[config.mk]
export PLATFORM = sky130hd
export DESIGN_NAME = ftc_top
export DESIGN_NICKNAME = d
export VERILOG_FILES = /design/src/rtl/ftc_pkg.sv /design/src/rtl/ftc_pulse_counter.sv /design/src/rtl/ftc_top.sv
export SDC_FILE = /design/constraint.sdc
export NUM_CORES = 1
export LEC_CHECK = 0
export BUFFER_PORTS_ARGS = -buffer_cell sky130_fd_sc_hd__buf_2
export CORE_UTILIZATION = 40
export DETAILED_ROUTE_END_ITERATION = 7
export PLACE_DENSITY = 0.64
export RECOVER_POWER = 50
export SLEW_MARGIN = 10
export SYNTH_ARGS = -nofsm -noshare
export SYNTH_HDL_FRONTEND = slang
export SYNTH_SLANG_ARGS = --single-unit
[constraint.sdc]
create_clock -name clock -period 4.9 [get_ports clock]
set_clock_uncertainty 0.15 [all_clocks]
set_input_delay 0.98 -clock clock [delete_from_list [all_inputs] [get_ports clock]]
set_output_delay 0.98 -clock clock [all_outputs]
set_load 0.05 [all_outputs]
[src/rtl/ftc_pkg.sv]
// constants, register map and carrier types of the fan tachometer block
// assumes a 50 MHz core clock and an 8-bit register port
package ftc_pkg;

  // timing
  localparam int unsigned FTC_CLK_HZ = 50_000_000;
  localparam int unsigned FTC_QUARTER_MS = 250;
  localparam int unsigned FTC_QUARTER_CYCLES =
    FTC_QUARTER_MS * (FTC_CLK_HZ / 1000);

  // register offsets
  localparam logic [7:0] FTC_ADDR_WINDOW = 8'h00;
  localparam logic [7:0] FTC_ADDR_COUNT = 8'h01;
  localparam logic [7:0] FTC_ADDR_DAC = 8'h02;
  localparam logic [7:0] FTC_ADDR_MODE = 8'h03;
  localparam logic [7:0] FTC_ADDR_ALM_EN = 8'h04;
  localparam logic [7:0] FTC_ADDR_ALM_ST = 8'h05;

  // field layout
  localparam int unsigned FTC_WIN_LSB = 0;
  localparam int unsigned FTC_MODE_LSB = 0;
  localparam int unsigned FTC_PRESC_LSB = 2;
  localparam int unsigned FTC_ALM_SPEED_PULSE_INPUT_BIT = 2;

  // reset values
  localparam logic [1:0] FTC_WIN_RST = 2'h2;
  localparam logic [7:0] FTC_COUNT_RST = 8'h00;
  localparam logic [7:0] FTC_DAC_RST = 8'h00;
  localparam logic [2:0] FTC_PRESC_RST = 3'h2;
  localparam logic FTC_ALM_EN_RST = 1'b0;

  // drive mode codes
  localparam logic [1:0] FTC_MODE_FULL = 2'h0;
  localparam logic [1:0] FTC_MODE_OFF = 2'h1;
  localparam logic [1:0] FTC_MODE_CLOSED = 2'h2;
  localparam logic [1:0] FTC_MODE_OPEN = 2'h3;
  localparam logic [1:0] FTC_MODE_RST = FTC_MODE_FULL;

  // drive codes and count limit
  localparam logic [7:0] FTC_FULL_CODE = 8'hFF;
  localparam logic [7:0] FTC_OFF_CODE = 8'h00;
  localparam logic [7:0] FTC_COUNT_MAX = 8'hFF;

  typedef struct packed {
    logic [7:0] addr;
    logic [7:0] wdata;
    logic wr;
    logic rd;
  } ftc_bus_req_t;

  typedef struct packed {
    logic [7:0] count;
    logic ovf;
    logic done;
  } ftc_speed_pulse_input_t;

endpackage : ftc_pkg

[src/rtl/ftc_pulse_counter.sv]
// tachometer pulse counter: synchronises the pin, counts rising edges
// and publishes a saturated count with overflow at each period end
// assumes period_end and restart are single-cycle pulses on clock
`timescale 1ns/10ps
module ftc_pulse_counter
  import ftc_pkg::*;
(
  input wire logic clock, // core clock
  input wire logic arst_n, // async reset, active low
  input wire logic speed_pulse_input, // tachometer pin, asynchronous
  input wire logic restart, // drop partial count, publish nothing
  input wire logic period_end, // close the integration period
  output ftc_speed_pulse_input_t result // published count, one-cycle done
);

  typedef struct packed {
    logic sync1;
    logic sync2;
    logic prev;
    logic [7:0] cnt;
    logic ovf;
    ftc_speed_pulse_input_t res;
  } ftc_cnt_state_t;

  ftc_cnt_state_t st_r;
  ftc_cnt_state_t st_nxt;
  logic edge_seen;
  logic [7:0] cnt_inc;
  logic ovf_inc;

  always_comb begin
    st_nxt = st_r;
    st_nxt.sync1 = speed_pulse_input;
    st_nxt.sync2 = st_r.sync1;
    st_nxt.prev = st_r.sync2;
    edge_seen = st_r.sync2 & ~st_r.prev;
    cnt_inc = st_r.cnt;
    ovf_inc = st_r.ovf;
    if (edge_seen) begin
      if (st_r.cnt == FTC_COUNT_MAX) begin
        ovf_inc = 1'b1; // RQ14
      end else begin
        cnt_inc = st_r.cnt + 8'h01; // RQ13
      end
    end
    st_nxt.res.done = 1'b0;
    if (restart) begin
      st_nxt.cnt = FTC_COUNT_RST;
      st_nxt.ovf = 1'b0;
    end else if (period_end) begin
      st_nxt.res.count = cnt_inc; // RQ15
      st_nxt.res.ovf = ovf_inc;
      st_nxt.res.done = 1'b1;
      st_nxt.cnt = FTC_COUNT_RST;
      st_nxt.ovf = 1'b0;
    end else begin
      st_nxt.cnt = cnt_inc;
      st_nxt.ovf = ovf_inc;
    end
  end

  always_ff @(posedge clock or negedge arst_n) begin
    if (!arst_n) begin
      st_r <= '0;
    end else begin
      st_r <= st_nxt;
    end
  end

  assign result = st_r.res;

  sat_hold_a: assert property (@(posedge clock) disable iff (!arst_n) // RQ14
    (st_r.cnt == FTC_COUNT_MAX && !restart && !period_end)
    |=> (st_r.cnt == FTC_COUNT_MAX))
    else $error("pulse count wrapped past its maximum");

  ovf_sat_a: assert property (@(posedge clock) disable iff (!arst_n) // RQ14
    (st_r.res.done && st_r.res.ovf) |-> (st_r.res.count == FTC_COUNT_MAX))
    else $error("overflow published without a saturated count");

endmodule : ftc_pulse_counter

[src/rtl/ftc_top.sv]
// fan tachometer count window, drive-code register and power-up defaults
// assumes a register master on the same clock and an async pin for the
// tachometer; the closed-loop code comes from loop logic on this clock
//
// Contract
// RQ1: count-window register reads zero in its six upper bits.
// RQ2: integration period is 0.25 s times two to the selector.
// RQ3: pulse-count register is zero after power-up.
// RQ4: count-window selector powers up at the one-second period.
// RQ5: open-loop drive uses the eight-bit drive register as reference.
// RQ6: closed-loop drive ignores the written drive register.
// RQ7: host waits 500 us after a drive write before reading it.
// RQ8: every alarm is disabled after power-up.
// RQ9: prescale ratio powers up at four.
// RQ10: fan powers up in full-on drive mode.
// RQ11: supply loss detector resets all registers to their defaults.
// RQ12: software should keep open-loop drive codes within 08h to B0h.
// RQ13: pulse count holds the edges seen in one period.
// RQ14: above 255 pulses the count saturates and overflow alarm sets.
// RQ15: pulse count updates once per period and holds until the next.
//
// The register offsets and strobed register access are this design's own decisions.
`timescale 1ns/10ps
module ftc_top
  import ftc_pkg::*;
#(
  parameter int unsigned QUARTER_CYCLES = FTC_QUARTER_CYCLES
) (
  input wire logic clock, // 50 MHz core clock
  input wire logic arst_n, // power-on reset, active low
  input ftc_bus_req_t bus_req, // register port request
  output logic [7:0] rd_data, // read data, cycle after the read
  output logic irq, // level interrupt, unmasked alarm
  input wire logic speed_pulse_input, // tachometer pin
  input wire logic [7:0] closed_loop_code, // loop drive reference
  output logic [7:0] drive_code, // reference to the drive stage
  output logic closed_loop_en // speed loop is in control
);

  typedef struct packed {
    logic [1:0] win_sel;
    logic [7:0] dac;
    logic [1:0] mode;
    logic [2:0] presc;
    logic alm_en;
    logic alm_st;
    logic [7:0] count;
    logic [31:0] qcnt;
    logic [3:0] quarters;
    logic period_end;
    logic [7:0] drive;
    logic loop_en;
    logic [7:0] rdata;
    logic irq;
  } ftc_state_t;

  ftc_state_t st_r;
  ftc_state_t st_nxt;
  ftc_speed_pulse_input_t speed_pulse_input_res;
  logic win_wr;
  logic [3:0] last_quarter;
  logic [7:0] rd_mux;
  logic alm_clr;

  ftc_pulse_counter u_counter (
    .clock(clock),
    .arst_n(arst_n),
    .speed_pulse_input(speed_pulse_input),
    .restart(win_wr),
    .period_end(st_r.period_end),
    .result(speed_pulse_input_res)
  );

  always_comb begin
    st_nxt = st_r;
    win_wr = bus_req.wr && (bus_req.addr == FTC_ADDR_WINDOW);
    alm_clr = bus_req.wr && (bus_req.addr == FTC_ADDR_ALM_ST)
      && bus_req.wdata[FTC_ALM_SPEED_PULSE_INPUT_BIT];
    last_quarter = 4'((5'h01 << st_r.win_sel) - 5'h01);

    // register writes
    if (bus_req.wr) begin
      case (bus_req.addr)
        FTC_ADDR_WINDOW: begin
          st_nxt.win_sel = bus_req.wdata[FTC_WIN_LSB +: 2];
        end
        FTC_ADDR_DAC: begin
          st_nxt.dac = bus_req.wdata;
        end
        FTC_ADDR_MODE: begin
          st_nxt.mode = bus_req.wdata[FTC_MODE_LSB +: 2];
          st_nxt.presc = bus_req.wdata[FTC_PRESC_LSB +: 3];
        end
        FTC_ADDR_ALM_EN: begin
          st_nxt.alm_en = bus_req.wdata[FTC_ALM_SPEED_PULSE_INPUT_BIT];
        end
        default: begin
        end
      endcase
    end

    // integration period timer, counted in quarter-second steps
    st_nxt.period_end = 1'b0;
    if (win_wr) begin
      // a new selector restarts the window so no period mixes two lengths
      st_nxt.qcnt = '0;
      st_nxt.quarters = '0;
    end else if (st_r.qcnt == QUARTER_CYCLES - 1) begin
      st_nxt.qcnt = '0;
      if (st_r.quarters >= last_quarter) begin
        st_nxt.quarters = '0;
        st_nxt.period_end = 1'b1; // RQ2
      end else begin
        st_nxt.quarters = st_r.quarters + 4'h1;
      end
    end else begin
      st_nxt.qcnt = st_r.qcnt + 32'h1;
    end

    // published count and overflow alarm; a new event beats the clear
    if (speed_pulse_input_res.done) begin
      st_nxt.count = speed_pulse_input_res.count; // RQ15
    end
    st_nxt.alm_st = (st_r.alm_st & ~alm_clr)
      | (speed_pulse_input_res.done & speed_pulse_input_res.ovf); // RQ14
    st_nxt.irq = st_r.alm_st & st_r.alm_en; // RQ8

    // drive reference selection
    st_nxt.loop_en = (st_r.mode == FTC_MODE_CLOSED);
    case (st_r.mode)
      FTC_MODE_FULL: st_nxt.drive = FTC_FULL_CODE; // RQ10
      FTC_MODE_OFF: st_nxt.drive = FTC_OFF_CODE;
      FTC_MODE_CLOSED: st_nxt.drive = closed_loop_code; // RQ6
      FTC_MODE_OPEN: st_nxt.drive = st_r.dac; // RQ5
      default: st_nxt.drive = FTC_FULL_CODE;
    endcase

    // register reads, data valid only in the following cycle
    case (bus_req.addr)
      FTC_ADDR_WINDOW: rd_mux = {6'h00, st_r.win_sel}; // RQ1
      FTC_ADDR_COUNT: rd_mux = st_r.count;
      // in closed loop the active loop value is shown, not the stored code
      FTC_ADDR_DAC: rd_mux = st_r.loop_en ? st_r.drive : st_r.dac;
      FTC_ADDR_MODE: rd_mux = {3'h0, st_r.presc, st_r.mode};
      FTC_ADDR_ALM_EN: rd_mux = 8'(st_r.alm_en) << FTC_ALM_SPEED_PULSE_INPUT_BIT;
      FTC_ADDR_ALM_ST: rd_mux = 8'(st_r.alm_st) << FTC_ALM_SPEED_PULSE_INPUT_BIT;
      default: rd_mux = 8'h00;
    endcase
    st_nxt.rdata = bus_req.rd ? rd_mux : 8'h00;
  end

  // the reset input is the supply-loss detector: everything returns home
  always_ff @(posedge clock or negedge arst_n) begin
    if (!arst_n) begin
      st_r <= '0; // RQ11
      st_r.win_sel <= FTC_WIN_RST; // RQ4
      st_r.count <= FTC_COUNT_RST; // RQ3
      st_r.dac <= FTC_DAC_RST;
      st_r.mode <= FTC_MODE_RST; // RQ10
      st_r.presc <= FTC_PRESC_RST; // RQ9
      st_r.alm_en <= FTC_ALM_EN_RST; // RQ8
      st_r.drive <= FTC_FULL_CODE;
    end else begin
      st_r <= st_nxt;
    end
  end

  assign rd_data = st_r.rdata;
  assign irq = st_r.irq;
  assign drive_code = st_r.drive;
  assign closed_loop_en = st_r.loop_en;

  // helper logic for the checks below
  logic por_seen_r;
  logic [31:0] per_cyc_r;
  logic [31:0] per_len;

  always_ff @(posedge clock or negedge arst_n) begin
    if (!arst_n) begin
      por_seen_r <= 1'b0;
      per_cyc_r <= '0;
    end else begin
      por_seen_r <= 1'b1;
      if (win_wr) begin
        per_cyc_r <= '0;
      end else if (st_r.period_end) begin
        per_cyc_r <= 32'h1;
      end else begin
        per_cyc_r <= per_cyc_r + 32'h1;
      end
    end
  end

  assign per_len = QUARTER_CYCLES << st_r.win_sel;

  win_read_a: assert property (@(posedge clock) disable iff (!arst_n) // RQ1
    (bus_req.rd && bus_req.addr == FTC_ADDR_WINDOW)
    |=> (rd_data[7:2] == 6'h00 && rd_data[1:0] == $past(st_r.win_sel)))
    else $error("window read shows wrong bits");

  period_len_a: assert property (@(posedge clock) disable iff (!arst_n) // RQ2
    st_r.period_end |-> (per_cyc_r == per_len))
    else $error("integration period has the wrong length");

  por_defaults_a: assert property ( // RQ3
    @(posedge clock) disable iff (!arst_n)
    !por_seen_r |-> (st_r.count == FTC_COUNT_RST
      && st_r.win_sel == FTC_WIN_RST && st_r.presc == FTC_PRESC_RST
      && st_r.alm_en == 1'b0 && st_r.mode == FTC_MODE_FULL
      && drive_code == FTC_FULL_CODE))
    else $error("power-up defaults not in place");

  open_drive_a: assert property ( // RQ5
    @(posedge clock) disable iff (!arst_n)
    (st_r.mode == FTC_MODE_OPEN) |=> (drive_code == $past(st_r.dac)))
    else $error("open-loop drive does not follow the drive register");

  closed_drive_a: assert property ( // RQ6
    @(posedge clock) disable iff (!arst_n)
    (st_r.mode == FTC_MODE_CLOSED)
    |=> (drive_code == $past(closed_loop_code) && closed_loop_en))
    else $error("closed-loop drive not taken from the loop");

  count_hold_a: assert property ( // RQ15
    @(posedge clock) disable iff (!arst_n)
    !speed_pulse_input_res.done |=> $stable(st_r.count))
    else $error("pulse count changed outside a period end");

  count_pub_a: assert property ( // RQ13
    @(posedge clock) disable iff (!arst_n)
    st_r.period_end && !win_wr ##1 1'b1
    |-> speed_pulse_input_res.done ##1 (st_r.count == $past(speed_pulse_input_res.count)))
    else $error("period end did not publish a count");

  ovf_alarm_a: assert property ( // RQ14
    @(posedge clock) disable iff (!arst_n)
    (speed_pulse_input_res.done && speed_pulse_input_res.ovf) |=> st_r.alm_st)
    else $error("overflow did not set the alarm, or a clear won");

  irq_gate_a: assert property ( // RQ8
    @(posedge clock) disable iff (!arst_n)
    st_r.alm_st && !st_r.alm_en |=> !irq)
    else $error("masked alarm reached the interrupt");

  rd_idle_a: assert property (@(posedge clock) disable iff (!arst_n)
    !bus_req.rd |=> (rd_data == 8'h00))
    else $error("read data present without a read");

  period_cover_c: cover property (@(posedge clock) disable iff (!arst_n)
    speed_pulse_input_res.done && speed_pulse_input_res.count != 8'h00);

  ovf_cover_c: cover property (@(posedge clock) disable iff (!arst_n)
    speed_pulse_input_res.done && speed_pulse_input_res.ovf ##2 irq);

  open_cover_c: cover property (@(posedge clock) disable iff (!arst_n)
    st_r.mode == FTC_MODE_OPEN ##1 drive_code == st_r.dac);

  clear_cover_c: cover property (@(posedge clock) disable iff (!arst_n)
    st_r.alm_st && alm_clr ##1 !st_r.alm_st);

  window_cover_c: cover property (@(posedge clock) disable iff (!arst_n)
    win_wr ##1 st_r.win_sel == 2'h3);

  // register port, alarm, drive and timer checks; the port answers a cycle late
  irq_set_a: assert property ( // RQ14
    @(posedge clock) disable iff (!arst_n)
    (st_r.alm_st && st_r.alm_en) |=> irq)
    else $error("enabled alarm did not raise the interrupt");

  irq_drop_a: assert property ( // RQ8
    @(posedge clock) disable iff (!arst_n)
    !st_r.alm_st |=> !irq)
    else $error("interrupt raised with no alarm pending");

  alarm_clear_a: assert property ( // RQ14
    @(posedge clock) disable iff (!arst_n)
    (alm_clr && !(speed_pulse_input_res.done && speed_pulse_input_res.ovf)) |=> !st_r.alm_st)
    else $error("alarm status survived a clear");

  full_drive_a: assert property ( // RQ10
    @(posedge clock) disable iff (!arst_n)
    (st_r.mode == FTC_MODE_FULL) |=> (drive_code == FTC_FULL_CODE))
    else $error("full-on mode does not drive the top code");

  off_drive_a: assert property (@(posedge clock) disable iff (!arst_n)
    (st_r.mode == FTC_MODE_OFF) |=> (drive_code == FTC_OFF_CODE))
    else $error("off mode still drives the fan");

  loop_flag_a: assert property ( // RQ6
    @(posedge clock) disable iff (!arst_n)
    (st_r.mode != FTC_MODE_CLOSED) |=> !closed_loop_en)
    else $error("loop flag set outside closed-loop mode");

  mode_hold_a: assert property ( // RQ10
    @(posedge clock) disable iff (!arst_n)
    !(bus_req.wr && bus_req.addr == FTC_ADDR_MODE) |=> $stable(st_r.mode))
    else $error("drive mode changed without a write");

  sel_hold_a: assert property ( // RQ4
    @(posedge clock) disable iff (!arst_n)
    !win_wr |=> $stable(st_r.win_sel))
    else $error("window selector changed without a write");

  count_read_a: assert property ( // RQ13
    @(posedge clock) disable iff (!arst_n)
    (bus_req.rd && bus_req.addr == FTC_ADDR_COUNT)
    |=> (rd_data == $past(st_r.count)))
    else $error("count read does not show the published count");

  dac_write_a: assert property ( // RQ5
    @(posedge clock) disable iff (!arst_n)
    (bus_req.wr && bus_req.addr == FTC_ADDR_DAC)
    |=> (st_r.dac == $past(bus_req.wdata)))
    else $error("drive register write lost");

  dac_read_a: assert property ( // RQ5
    @(posedge clock) disable iff (!arst_n)
    (bus_req.rd && bus_req.addr == FTC_ADDR_DAC && !st_r.loop_en)
    |=> (rd_data == $past(st_r.dac)))
    else $error("drive register read back wrong");

  mode_read_a: assert property ( // RQ9
    @(posedge clock) disable iff (!arst_n)
    (bus_req.rd && bus_req.addr == FTC_ADDR_MODE)
    |=> (rd_data == {3'h0, $past(st_r.presc), $past(st_r.mode)}))
    else $error("mode register read back wrong");

  alm_read_a: assert property ( // RQ8
    @(posedge clock) disable iff (!arst_n)
    (bus_req.rd && bus_req.addr == FTC_ADDR_ALM_EN)
    |=> (rd_data == (8'($past(st_r.alm_en)) << FTC_ALM_SPEED_PULSE_INPUT_BIT)))
    else $error("alarm enable read back wrong");

  status_read_a: assert property ( // RQ14
    @(posedge clock) disable iff (!arst_n)
    (bus_req.rd && bus_req.addr == FTC_ADDR_ALM_ST)
    |=> (rd_data == (8'($past(st_r.alm_st)) << FTC_ALM_SPEED_PULSE_INPUT_BIT)))
    else $error("alarm status read back wrong");

  win_write_a: assert property ( // RQ2
    @(posedge clock) disable iff (!arst_n)
    win_wr |=> (st_r.win_sel == $past(bus_req.wdata[FTC_WIN_LSB +: 2])
      && st_r.qcnt == 32'h0 && st_r.quarters == 4'h0))
    else $error("window write did not restart the period");

  quarter_bound_a: assert property ( // RQ2
    @(posedge clock) disable iff (!arst_n)
    st_r.qcnt < QUARTER_CYCLES)
    else $error("quarter timer ran past its end");

  end_pulse_a: assert property ( // RQ15
    @(posedge clock) disable iff (!arst_n)
    st_r.period_end |=> !st_r.period_end)
    else $error("period end lasted more than one cycle");

endmodule : ftc_top

==> results.toml <==
[run_status]
status = "finished, violations left"
violations = "capacitance limit, slew limit"

[floorplanning]
die_height_um = 114.4
core-area_um2 = 12160
top_level_ports = 47
die_w_um = 114.4
rows = 40
initial_core_util = 0.4158
dieArea_um2 = 13100

[power]
power_frac_seq = 0.523
ir_worst_vdd_mv = 0.2512
swShare = 0.2902
pwr-share-comb = 0.135
p_clk_frac = 0.342
p_sw_uw = 582.1
leakage_nw = 2.458
p_int_mw = 1.424
p_per_area_nw_per_um2 = 362.2

[clock_network]
cts_buffers = 9
clkTransAtPathRegs_ns = 0.07
cts_hold_buf = 0
ctsLongestPathBuffers = 2
clock-sinks = 102
root_buffer = "clkbuf_16"
cts-resized-gates = 0
clock_latency_ns = 0.35
cts_tree = "done"
htree_levels = 3
postCtsSetupRepairBufs = 0

[place]
dp.cells = 658
gp_congestion = 0.8262
hpwlAfterDp_um = 7119
io_buffers = 46

[critical_path]
critPathMaxFanout = 6
critPathKind = "in2reg"
arrival_ns = 2.80
required_ns = 4.98
end_kind = "register"
worst_setup_path_start_kind = "input port"

[detailed_routing]
dr.pass1.iters = 4
drt_iter0_drc = 196
wirelength_um = 9935
viasPerCell = 5.214
route.vias.total = 3514
drtAntennaViolNets = 0
drc = 0
top_layer = "met4"
wl_per_cell_um = 14.74
wl_met3_um = 383
wl_met1_um = 4395
wl_met2_um = 5034

[global_routing]
grt_first_pass_wirelength_um = 16920
grt_pass1_vias = 3501
grt-ovfl-total = 0
track_usage = 0.1657
grt_antenna_before_repair = 0
grt_max_degree = 70

[finish]
drive_above_1_share = 0.2194
final_cell_count_no_fill = 674
area_growth_pct = 9.500
diodes = 0
final_cell_mix = "dfrtp_1, nor2_1, nand2_1"
finalNetCount = 537
layout_commonest_cell = "dfrtp_1"

[sta]
rsz0062_at_grt = "no"
period_share = 0.5536
finalSetupViolations = 0
fin_setup_tns_ns = 0
tightest_slew_ns = 1.734
slew-limit-headroom = -0.1561
drv_slew = 70
fmax_mhz = 368.7
fin_crit_ns = 2.713
hold_viol = 0

[job]
cap_violations = 1

[synth]
synth_edf_count = 0
async_flop_share = 1.000
synth.ff_latch_count = 102
syn_inst = 482
ys.flop_type = "dfrtp_1"
synth_seq_area_share = 0.5072
synthDistinctLibCells = 55
syn-cell-area_um2 = 5057
avgSynthCellArea_um2 = 10.49
yosysWarnings = 0
syn_nets = 518

[hold_path]
hold_path.class = "reg2reg"
## cells by family (layout without fill, tap and decap cells)
group	Yosys count	in the layout	synth area share
fa+ha+maj	7	7	0.01732
compound gates	56	56	0.06655
buf+inv	45	69	0.05368
other cells	1	1	0.0007415
flops	102	102	0.5072
simple gates	203	203	0.2197
mux	37	37	0.08115
xor+xnor	31	31	0.05369
## final timing paths
path / startpoint / to / slack [ns] / cells after the start
min in group asynchronous: arst_n / u_counter.st_r[18] / 0.94 / 1
max in group asynchronous: arst_n / drive_code[2] / 2.37 / 2
worst min-delay path: u_counter.st_nxt[20] / u_counter.st_nxt[19] / 0.20 / 0
worst min register to register: u_counter.st_nxt[20] / u_counter.st_nxt[19] / 0.20 / 0
worst max-delay path: bus_req[15] / st_r[67] / 2.19 / 6
worst max register to register: st_r[50] / st_r[44] / 2.62 / 5
## state kept, by name, summed over array words and instances, names as in the netlist
signal            cells
closed_loop_en        1
drive_code            8
irq                   1
rd_data               8
st_r                 62
u_counter.result     10
u_counter.st_nxt      2
u_counter.st_r       10
## cell usage after synthesis, types with 10 or more instances
| library cell | n | area share |
|---|---|---|
| a21oi_1 | 18 | 0.018 |
| buf_4 | 20 | 0.030 |
| dfrtp_1 | 92 | 0.46 |
| dfstp_2 | 10 | 0.052 |
| mux2_2 | 25 | 0.056 |
| nand2_1 | 45 | 0.033 |
| nand3_1 | 14 | 0.014 |
| nor2_1 | 62 | 0.046 |
| nor4_1 | 12 | 0.015 |
| o21ai_0 | 14 | 0.014 |
| xnor2_1 | 24 | 0.042 |
## metrics by stage
stage	hold WS [ns]	setup slack, ns	power (mW)	instance area, µm²	util
after detailed placement	0.1871	1.924	1.337	5259	0.4324
final	0.2016	2.187	2.006	5538	0.4554
after global routing	0.2234	1.984	2.122	5538	0.4554
after global placement	0.1847	1.991	1.324	5259	0.4324
after CTS	0.2012	2.303	2.035	5549	0.4563
after floorplan	0.1812	2.293	1.242	5057	-
## power groups by stage
stage / combinational [mW] / clock [mW] / sequential, mW
after floorplan: 0.211 / 0 / 1.03
after CTS: 0.276 / 0.711 / 1.05
after global routing: 0.308 / 0.749 / 1.07
final: 0.270 / 0.687 / 1.05
after detailed placement: 0.274 / 0 / 1.06
after global placement: 0.265 / 0 / 1.06
## per-layer routing
| metal | vias to the layer above | GRT usage |
|---|---|---|
| met4 | 0 | 0.04935 |
| met1 | 1733 | 0.2079 |
| li1 | 1696 | - |
| met3 | 11 | 0.03812 |
| met5 | - | 0 |
| met2 | 74 | 0.2844 |
## critical path, cell delays in order
cell     delay, ns
buf_2         0.10
nor4_1        0.46
and2b_1       0.27
and4b_1       0.32
and2_1        0.29
mux2_2        0.37
## area by class of cell
cell class,instances,area (µm²)
Tap cell,168,210.2
Multi-Input combinational cell,335,2215
Clock inverter,6,51.30
Fill cell,1140,6624
Timing Repair Buffer,47,235.2
Clock buffer,10,239.0
Inverter,6,22.52
Sequential cell,102,2565
Power figures use the tool's default switching activity.
